File: config.mk
export PLATFORM = sky130hd
export DESIGN_NAME = smcd_host_flat
export DESIGN_NICKNAME = d
export VERILOG_FILES = /design/src/hdl/smcd_pkg.sv /design/src/hdl/smcd_link_if.sv /design/src/hdl/smcd_host.sv /design/src/flat_wrapper.sv
export SDC_FILE = /design/constraint.sdc
export NUM_CORES = 1
export LEC_CHECK = 0
export ABC_AREA = 0
export ABC_CLOCK_PERIOD_IN_PS = 4100
export BUFFER_PORTS_ARGS = -buffer_cell sky130_fd_sc_hd__buf_2
export CORE_MARGIN = 8
export CORE_UTILIZATION = 64
export DETAILED_ROUTE_END_ITERATION = 7
export GPL_TIMING_DRIVEN = 0
export MAX_ROUTING_LAYER = met4
export PLACE_DENSITY = 0.95
export SLEW_MARGIN = 15
export SYNTH_ARGS = -nofsm -noshare
export SYNTH_HDL_FRONTEND = slang
export SYNTH_SLANG_ARGS = --single-unit
export TNS_END_PERCENT = 20
File: constraint.sdc
create_clock -name clk_i -period 4.1 [get_ports clk_i]
set_input_delay 0.205 -clock clk_i [delete_from_list [all_inputs] [get_ports clk_i]]
set_output_delay 0.205 -clock clk_i [all_outputs]
set_load 0.02 [all_outputs]
File: src/hdl/smcd_pkg.sv
// constants, tables and types shared by both ends of the sector map detector link
// What this block does
// - first detector address word reads register 4
// - host masks second detector byte with 04h
// - host: bit clear bottom, set top
// - host uses current address length and latency
// - opcode 65h returns addressed register byte
// - second header: command descriptor, not end
// - header reserved fields always read ones
// - second detector address word reads register 2
// - host masks third detector byte with 02h
// - host: bit clear 64KB, set 256KB
// - host masks first detector bit 3
package smcd_pkg;
   // ----------------------------------------------------------------
   // link commands and framing
   // ----------------------------------------------------------------
   localparam logic [7:0] CMD_READ_ANY_REG = 8'h65;
   localparam logic [7:0] CMD_READ_TABLE = 8'h5A;
   localparam int ADDR_BITS = 24;
   localparam int DUMMY_BITS = 8;
   // dummy count kept a multiple of eight so data starts on a byte boundary
   localparam logic [6:0] HDR_BITS = 7'(8 + ADDR_BITS + DUMMY_BITS);
   localparam logic [6:0] RX_TABLE_BITS = 7'h40;
   localparam logic [6:0] RX_REG_BITS = 7'h08;
   localparam logic [3:0] SCK_HALF = 4'h8;

   // ----------------------------------------------------------------
   // descriptor layout
   // ----------------------------------------------------------------
   localparam int HDR_END_BIT = 0;
   localparam int HDR_MAP_BIT = 1;
   localparam int HDR_OP_LSB = 8;
   localparam int HDR_LAT_LSB = 16;
   localparam int HDR_LEN_LSB = 22;
   localparam int HDR_MASK_LSB = 24;
   localparam logic [1:0] LEN_CURRENT = 2'h3;
   localparam logic [3:0] LAT_CURRENT = 4'hF;
   localparam logic [7:0] DET_BASE = 8'h48;
   localparam logic [7:0] DET_BYTES = 8'h18;
   localparam logic [1:0] DET_LAST_IDX = 2'h2;
   localparam logic [7:0] TABLE_BLANK = 8'hFF;

   // detectors one to three, header then address word, low byte first
   localparam logic [7:0] DET_TABLE [0:23] = '{
      8'hFC, 8'h65, 8'hFF, 8'h08, 8'h04, 8'h00, 8'h00, 8'h00,
      8'hFC, 8'h65, 8'hFF, 8'h04, 8'h02, 8'h00, 8'h00, 8'h00,
      8'hFD, 8'h65, 8'hFF, 8'h02, 8'h04, 8'h00, 8'h00, 8'h00
   };

   // ----------------------------------------------------------------
   // device registers reachable with the register read command
   // ----------------------------------------------------------------
   localparam logic [23:0] REG_FIRST_CFG_ADDR = 24'h000002;
   localparam logic [23:0] REG_THIRD_CFG_ADDR = 24'h000004;
   localparam logic [7:0] CFG_RESET = 8'h00;
   localparam logic [7:0] REG_UNMAPPED = 8'h00;

   // ----------------------------------------------------------------
   // host wishbone registers
   // ----------------------------------------------------------------
   localparam logic [7:0] WB_CTRL = 8'h00;
   localparam logic [7:0] WB_STATUS = 8'h04;
   localparam logic [7:0] WB_RESULT = 8'h08;
   localparam logic [7:0] WB_DESC_HDR = 8'h0C;
   localparam logic [7:0] WB_DESC_ADDR = 8'h10;
   localparam int CTRL_START_BIT = 0;

   typedef enum logic [2:0] {
      SH_IDLE, SH_FETCH, SH_FETCH_WAIT, SH_CHECK, SH_QUERY_WAIT, SH_EVAL, SH_DONE
   } smcd_host_state_e;
endpackage : smcd_pkg

File: src/hdl/smcd_link_if.sv
// serial link between the detector host and the flash device
`timescale 1ns/100ps
interface smcd_link_if;
   logic sclk;
   logic cs_n;
   logic mosi;
   logic miso;
   logic miso_oe;

   modport host (
      output sclk,
      output cs_n,
      output mosi,
      input miso,
      input miso_oe
   );

   modport device (
      input sclk,
      input cs_n,
      input mosi,
      output miso,
      output miso_oe
   );
endinterface : smcd_link_if

File: src/hdl/smcd_host.sv
// host end: walks the detection descriptors and reports the sector map choice
`timescale 1ns/100ps
module smcd_host import smcd_pkg::*; (
   input wire logic clk_i,
   input wire logic rst_i,
   input wire logic wb_cyc_i,
   input wire logic wb_stb_i,
   input wire logic wb_we_i,
   input wire logic [7:0] wb_adr_i,
   input wire logic [3:0] wb_sel_i,
   input wire logic [31:0] wb_dat_i,
   output logic [31:0] wb_dat_o,
   output logic wb_ack_o,
   smcd_link_if.host link
);
   // link engine
   logic sclk_ff, cs_n_ff, mosi_ff;
   logic miso_meta_ff, miso_sync_ff;
   logic busy_ff, ending_ff, xfer_done_ff;
   logic [3:0] half_cnt_ff;
   logic [6:0] rise_cnt_ff, rise_total_ff;
   logic [31:0] tx_sr_ff;
   logic [63:0] rx_sr_ff;
   // sequencer
   smcd_host_state_e state_ff;
   logic xfer_go_ff;
   logic [7:0] xfer_op_ff;
   logic [23:0] xfer_addr_ff;
   logic [6:0] xfer_rx_bits_ff;
   logic [1:0] det_idx_ff;
   logic [1:0] det_count_ff;
   logic [31:0] hdr_ff, desc_addr_ff;
   logic sel_bit_ff;
   logic [2:0] cfg_id_ff;
   logic hybrid_uniform_select_ff, param_sector_top_select_ff, uniform_block_size_select_ff;
   logic done_ff, err_ff;
   logic start_req;
   logic hdr_ok;

   // ----------------------------------------------------------------
   // miso synchroniser
   // ----------------------------------------------------------------
   always_ff @(posedge clk_i) begin
      miso_meta_ff <= link.miso;
      miso_sync_ff <= miso_meta_ff;
   end

   // ----------------------------------------------------------------
   // serial engine, mode 0, msb first
   // ----------------------------------------------------------------
   always_ff @(posedge clk_i) begin
      if (rst_i) begin
         sclk_ff <= 1'b0;
         cs_n_ff <= 1'b1;
         mosi_ff <= 1'b0;
         busy_ff <= 1'b0;
         ending_ff <= 1'b0;
         xfer_done_ff <= 1'b0;
         half_cnt_ff <= 4'h0;
         rise_cnt_ff <= 7'h00;
         rise_total_ff <= 7'h00;
         tx_sr_ff <= 32'h00000000;
         rx_sr_ff <= 64'h0000000000000000;
      end else begin
         xfer_done_ff <= 1'b0;
         if (!busy_ff) begin
            if (xfer_go_ff) begin
               busy_ff <= 1'b1;
               cs_n_ff <= 1'b0;
               mosi_ff <= xfer_op_ff[7];
               tx_sr_ff <= {xfer_op_ff[6:0], xfer_addr_ff, 1'b0};
               half_cnt_ff <= 4'h0;
               rise_cnt_ff <= 7'h00;
               rise_total_ff <= HDR_BITS + xfer_rx_bits_ff;
            end
         end else if (half_cnt_ff != SCK_HALF - 4'h1) begin
            half_cnt_ff <= half_cnt_ff + 4'h1;
         end else begin
            half_cnt_ff <= 4'h0;
            if (ending_ff) begin
               // chip select stays high a full half period before the next frame
               ending_ff <= 1'b0;
               busy_ff <= 1'b0;
               xfer_done_ff <= 1'b1;
            end else if (sclk_ff) begin
               sclk_ff <= 1'b0;
               mosi_ff <= tx_sr_ff[31];
               tx_sr_ff <= {tx_sr_ff[30:0], 1'b0};
            end else if (rise_cnt_ff == rise_total_ff) begin
               cs_n_ff <= 1'b1;
               mosi_ff <= 1'b0;
               ending_ff <= 1'b1;
            end else begin
               sclk_ff <= 1'b1;
               rise_cnt_ff <= rise_cnt_ff + 7'h01;
               if (rise_cnt_ff >= HDR_BITS) begin
                  rx_sr_ff <= {rx_sr_ff[62:0], miso_sync_ff};
               end
            end
         end
      end
   end

   assign link.sclk = sclk_ff;
   assign link.cs_n = cs_n_ff;
   assign link.mosi = mosi_ff;

   // ----------------------------------------------------------------
   // descriptor checks
   // ----------------------------------------------------------------
   // only current length and current latency descriptors can be served
   assign hdr_ok = !hdr_ff[HDR_MAP_BIT]
      && hdr_ff[HDR_OP_LSB +: 8] == CMD_READ_ANY_REG
      && hdr_ff[HDR_LEN_LSB +: 2] == LEN_CURRENT
      && hdr_ff[HDR_LAT_LSB +: 4] == LAT_CURRENT;

   assign start_req = wb_cyc_i && wb_stb_i && wb_we_i && !wb_ack_o
      && wb_adr_i == WB_CTRL && wb_sel_i[0] && wb_dat_i[CTRL_START_BIT];

   // ----------------------------------------------------------------
   // detection sequencer
   // ----------------------------------------------------------------
   always_ff @(posedge clk_i) begin
      if (rst_i) begin
         state_ff <= SH_IDLE;
         xfer_go_ff <= 1'b0;
         xfer_op_ff <= 8'h00;
         xfer_addr_ff <= 24'h000000;
         xfer_rx_bits_ff <= 7'h00;
         det_idx_ff <= 2'h0;
         det_count_ff <= 2'h0;
         hdr_ff <= 32'h00000000;
         desc_addr_ff <= 32'h00000000;
         sel_bit_ff <= 1'b0;
         cfg_id_ff <= 3'h0;
         hybrid_uniform_select_ff <= 1'b0;
         param_sector_top_select_ff <= 1'b0;
         uniform_block_size_select_ff <= 1'b0;
         done_ff <= 1'b0;
         err_ff <= 1'b0;
      end else begin
         xfer_go_ff <= 1'b0;
         case (state_ff)
            SH_IDLE: begin
               if (start_req) begin
                  det_idx_ff <= 2'h0;
                  det_count_ff <= 2'h0;
                  cfg_id_ff <= 3'h0;
                  done_ff <= 1'b0;
                  err_ff <= 1'b0;
                  state_ff <= SH_FETCH;
               end
            end
            SH_FETCH: begin
               xfer_go_ff <= 1'b1;
               xfer_op_ff <= CMD_READ_TABLE;
               xfer_addr_ff <= {16'h0000, DET_BASE + {3'h0, det_idx_ff, 3'h0}};
               xfer_rx_bits_ff <= RX_TABLE_BITS;
               state_ff <= SH_FETCH_WAIT;
            end
            SH_FETCH_WAIT: begin
               if (xfer_done_ff) begin
                  hdr_ff <= {rx_sr_ff[39:32], rx_sr_ff[47:40], rx_sr_ff[55:48], rx_sr_ff[63:56]};
                  desc_addr_ff <= {rx_sr_ff[7:0], rx_sr_ff[15:8], rx_sr_ff[23:16], rx_sr_ff[31:24]};
                  state_ff <= SH_CHECK;
               end
            end
            SH_CHECK: begin
               if (hdr_ok) begin
                  xfer_go_ff <= 1'b1;
                  xfer_op_ff <= hdr_ff[HDR_OP_LSB +: 8];
                  xfer_addr_ff <= desc_addr_ff[23:0];
                  xfer_rx_bits_ff <= RX_REG_BITS;
                  state_ff <= SH_QUERY_WAIT;
               end else begin
                  err_ff <= 1'b1;
                  state_ff <= SH_DONE;
               end
            end
            SH_QUERY_WAIT: begin
               if (xfer_done_ff) begin
                  sel_bit_ff <= |(rx_sr_ff[7:0] & hdr_ff[HDR_MASK_LSB +: 8]);
                  state_ff <= SH_EVAL;
               end
            end
            SH_EVAL: begin
               cfg_id_ff <= {cfg_id_ff[1:0], sel_bit_ff};
               det_count_ff <= det_count_ff + 2'h1;
               case (det_idx_ff)
                  2'h0: hybrid_uniform_select_ff <= sel_bit_ff;
                  2'h1: param_sector_top_select_ff <= sel_bit_ff;
                  default: uniform_block_size_select_ff <= sel_bit_ff;
               endcase
               if (hdr_ff[HDR_END_BIT] || det_idx_ff == DET_LAST_IDX) begin
                  state_ff <= SH_DONE;
               end else begin
                  det_idx_ff <= det_idx_ff + 2'h1;
                  state_ff <= SH_FETCH;
               end
            end
            SH_DONE: begin
               done_ff <= 1'b1;
               state_ff <= SH_IDLE;
            end
            default: begin
               state_ff <= SH_IDLE;
            end
         endcase
      end
   end

   // ----------------------------------------------------------------
   // wishbone slave, answers one cycle after the strobe
   // ----------------------------------------------------------------
   always_ff @(posedge clk_i) begin
      if (rst_i) begin
         wb_ack_o <= 1'b0;
         wb_dat_o <= 32'h00000000;
      end else begin
         wb_ack_o <= wb_cyc_i && wb_stb_i && !wb_ack_o;
         wb_dat_o <= 32'h00000000;
         if (wb_cyc_i && wb_stb_i && !wb_ack_o && !wb_we_i) begin
            case (wb_adr_i)
               WB_STATUS: wb_dat_o <= {29'h0, err_ff, done_ff, state_ff != SH_IDLE};
               WB_RESULT: wb_dat_o <= {18'h0,
                  uniform_block_size_select_ff,
                  param_sector_top_select_ff && !hybrid_uniform_select_ff,
                  !hybrid_uniform_select_ff,
                  uniform_block_size_select_ff,
                  param_sector_top_select_ff,
                  hybrid_uniform_select_ff,
                  3'h0, det_count_ff, cfg_id_ff};
               WB_DESC_HDR: wb_dat_o <= hdr_ff;
               WB_DESC_ADDR: wb_dat_o <= desc_addr_ff;
               default: wb_dat_o <= 32'h00000000;
            endcase
         end
      end
   end
endmodule : smcd_host

File: src/flat_wrapper.sv
// flat-port wrapper written by rule: the top's interface ports become plain ports
module smcd_host_flat import smcd_pkg::*;
  (clk_i, rst_i, wb_cyc_i, wb_stb_i, wb_we_i, wb_adr_i, wb_sel_i, wb_dat_i, wb_dat_o, wb_ack_o, link_sclk, link_cs_n, link_mosi, link_miso, link_miso_oe);
  smcd_link_if link_i ();
  input wire logic clk_i;
  input wire logic rst_i;
  input wire logic wb_cyc_i;
  input wire logic wb_stb_i;
  input wire logic wb_we_i;
  input wire logic [7:0] wb_adr_i;
  input wire logic [3:0] wb_sel_i;
  input wire logic [31:0] wb_dat_i;
  output logic [31:0] wb_dat_o;
  output logic wb_ack_o;
  output wire logic [$bits(link_i.sclk)-1:0] link_sclk;
  output wire logic [$bits(link_i.cs_n)-1:0] link_cs_n;
  output wire logic [$bits(link_i.mosi)-1:0] link_mosi;
  input wire logic [$bits(link_i.miso)-1:0] link_miso;
  input wire logic [$bits(link_i.miso_oe)-1:0] link_miso_oe;
  assign link_sclk = link_i.sclk;
  assign link_cs_n = link_i.cs_n;
  assign link_mosi = link_i.mosi;
  assign link_i.miso = link_miso;
  assign link_i.miso_oe = link_miso_oe;
  smcd_host u_core (.clk_i(clk_i), .rst_i(rst_i), .wb_cyc_i(wb_cyc_i), .wb_stb_i(wb_stb_i), .wb_we_i(wb_we_i), .wb_adr_i(wb_adr_i), .wb_sel_i(wb_sel_i), .wb_dat_i(wb_dat_i), .wb_dat_o(wb_dat_o), .wb_ack_o(wb_ack_o), .link(link_i));
endmodule
==> impl_results.md <==
* Initial antenna violation count at 0
* Leading area contributor after synthesis: dfxtp_1
* Ys async rst share at 0%
* Seq/Total Area, Yosys at between 50 and 60%
* Worst path max stage delay at 430 ps
* Status: finished, final reports clean
* Synth unique cells at between 60 and 70
* Remaining antenna violation count after routing at 0
* Hold Crit Class: input port to flop
* Setup TNS Final at 0 ps
* Initial Util at 65.5%
* Req. time, crit path at around 4500 ps
* Ports at 87
* GRT Util Overall at 29.1%
* Gr ovfl total at 0
* Share of the synthesized area in the top cell type at between 50% and 60%
* CTS Buf Count at 26
* Period minus WS final at 2260 ps
* Site row count at 46
* Worst-path maximum fanout at 10
* DRC Markers at 0
* Combinational power share at under 10%
* Post-synth EDFFs at 0
* Clock buffer depth at 3
* Power Density at between 400 and 500 mW/mm^2
* Final setup violation count at 0
* Via Count at 9692
* DP HPWL at 19.9 mm
* Highest Clock Rate at 0.443 GHz
* First-pass GRT wire length at between 40 and 50 mm
* Cts-stage hold buffer count at 1
* Mapped Cells at 1202
* Ant diodes at 0
* Cell family with most CP delay: simple AND/OR/NAND/NOR gates
* Syn_area_per_cell at 8.69 um^2
* CTS tree: built
* Arr. time, crit path at 2700 ps
* Worst Setup Start Kind: flop
* Vias in the first global route at 9236
* Core ar. at 0.0159 mm^2
* Sw frac at between 20% and 30%
* Die width at 144 um
* Cell repeated most along the worst path: nand3_1
* Slew headroom at between 40% and 50%
* Synth Cell Area at approximately 0.010 mm^2
* Clock share of power at between 40% and 50%
* Min Hold Slack at 142 ps
* Leakage at 4.02 nW
* Most common cell in the synthesized netlist: dfxtp_1
* NumNets Final at approximately 1300
* Clock transition at path regs at 60 ps
* IO buf count at 50
* Crit end category: flop
* CP bufs+invs at 1
* CTS sink cnt at 266
* Filler cells at 1016
* Syn Nets at around 1300
* Count of pins over their slew limit at 0
* H-tree depth at 1
* Switching power at ~1.2 mW
* Fin crit share at 55.1%
* Share of cells above drive strength 1 at 12.9%
* #FFs+latches synth at 266
* Post-route cell area at 0.0118 mm^2
* Leading post-synthesis cells by cell area: dfxtp_1, a21oi_1, nand2_1, nor2_1, nand3_1
* Area grow syn2layout at 13.4%
* Clk Latency, worst-skew pair at 530 ps
* Via density per instance at roughly 6.4
* Peak VDD IR at 344 uV
* Worst path cell trace: ha_1 > and3b_1 > nand3_1 > nor2_2 > buf_2 > nand3_1 > a21oi_1
* RePlAce Congestion at 0.996
* Synth warnings at 0
* Final Hold Viols at 0
* Post-CTS setup buffers at 0
* Die Y at 144 um
* WL final at 29.6 mm
* Die Area at 0.0207 mm^2
* Reg power frac at 49.1%
* Main flop type after synthesis: dfxtp_1
* Unrepaired setup endpoints after global routing: no
* Post-CTS sizing at 0
* Slew @ Worst Pin at 787 ps
* Max_cap viols at 0
* Final core utilization at 74.3%
* Placed cell area at 0.0110 mm^2
* Number of iterations in the first detailed-routing pass at 7
* CTS Root Buffer Type: clkbuf_16
* Worst path slowest cell: nor2_2
* Drt wl/cell at 19.5 um
* Crit Path Class: flop to flop
* Pint at between 4 and 5 mW
* 1st-iter DRT viols at 1407
* Clock skew at ~13 ps
* Largest net degree at the start of global routing at 15
* Synth cell count leaders: dfxtp_1, nand2_1, a21oi_1
* Total power at 5.39 mW
flip-flops by register name, summed over array words and instances, names as in the netlist, 3 cells and up:
register              cells
u_core.half_cnt_ff        4
u_core.rise_total_ff      4
u_core.hdr_ff            32
u_core.wb_dat_o          32
u_core.desc_addr_ff      32
u_core.rx_sr_ff          64
u_core.rise_cnt_ff        7
u_core.cfg_id_ff          3
u_core.state_ff           3
u_core.xfer_addr_ff      24
u_core.xfer_op_ff         8
u_core.tx_sr_ff          31
worst paths after layout:
check,cells past startpoint,slack (ps),from,end
worst max-delay path,7,1840,u_core.half_cnt_ff[0],u_core.rx_sr_ff[59]
worst min-delay path,3,140,wb_cyc_i,u_core.wb_ack_o
worst max register to register,7,1840,u_core.half_cnt_ff[0],u_core.rx_sr_ff[59]
worst min register to register,0,320,u_core.miso_meta_ff,u_core.miso_sync_ff
area by class of cell:
class	count	area, um^2	area share (%)
multi-input combinational	821	4540	38.3
sequential	266	5330	45.0
clock inverter	7	87.6	0.739
timing repair buffer	51	260	2.20
inverter	11	41.3	0.349
buffer	104	537	4.53
clock buffer	40	785	6.62
tap	216	270	2.28
logic make-up after synthesis:
| group | synth area share, % |
|---|---|
| buffers and inverters | 5.54 |
| DFF | 51.0 |
| muxes | 3.26 |
| adders and majority gates | 0.839 |
| and+or+nand+nor | 18.6 |
| xor gates and xnor gates | 1.01 |
| AOI/OAI and AO/OA | 19.8 |
power by group through the flow:
stage          sequential, mW  clock (mW)  combinational [mW]
2_1_floorplan            2.70           0               0.231
3_3_place_gp             2.70           0               0.303
3_5_place_dp             2.70           0               0.315
4_1_cts                  2.65        2.40               0.322
5_1_grt                  2.65        2.53               0.355
6_report                 2.65        2.41               0.332
per-stage QoR:
step	worst slack [ps]	std cells
floorplan	2490	1202
global placement	2070	1468
detailed placement	2020	1468
CTS	1890	1516
global route	1730	1516
finish	1840	1516
routing by layer:
layer  routed length (um)  track usage, %  vias to the layer above  part of all wire, %
li1                     -               -                     4368                    -
met1                11200            34.7                     4542                   38
met2                13600            45.7                      649                   46
met3                 3330            5.54                      133                   11
met4                 1500            16.2                        0                  5.1
met5                    0               -                        -                    0
cells in the final DEF (no fill, tap or decap), types with 3 or more instances in the layout:
cell type  count
and2_1         5
a32oi_1        3
nand4_1        4
ha_1           7
xnor2_1        7
o21a_1         3
a21o_1         3
inv_1         11
a22oi_1       50
clkbuf_8       6
clkbuf_1      48
mux2i_1       34
and3b_1        3
a21oi_1      150
buf_2         89
dfxtp_1      266
nor3_1        13
nor3b_1        5
a221oi_1       5
a22o_1         8
a211oi_1      32
nor2_1       128
nand2_1      153
o21ai_1       38
a311oi_1       3
nor2_2         3
nand3_1       79
clkinv_2       4
o21ai_0       28
nor2b_1        6
buf_4         14
xor2_1         5
a31oi_1        3
clkbuf_16     27
buf_1          4
nand2b_1       3
buf_6          6
worst min-delay path, stage by stage:
cell and delay (ps):
buf_2 90, and3b_1 170, nor2b_1 140
(Power assumes the default switching activity.)
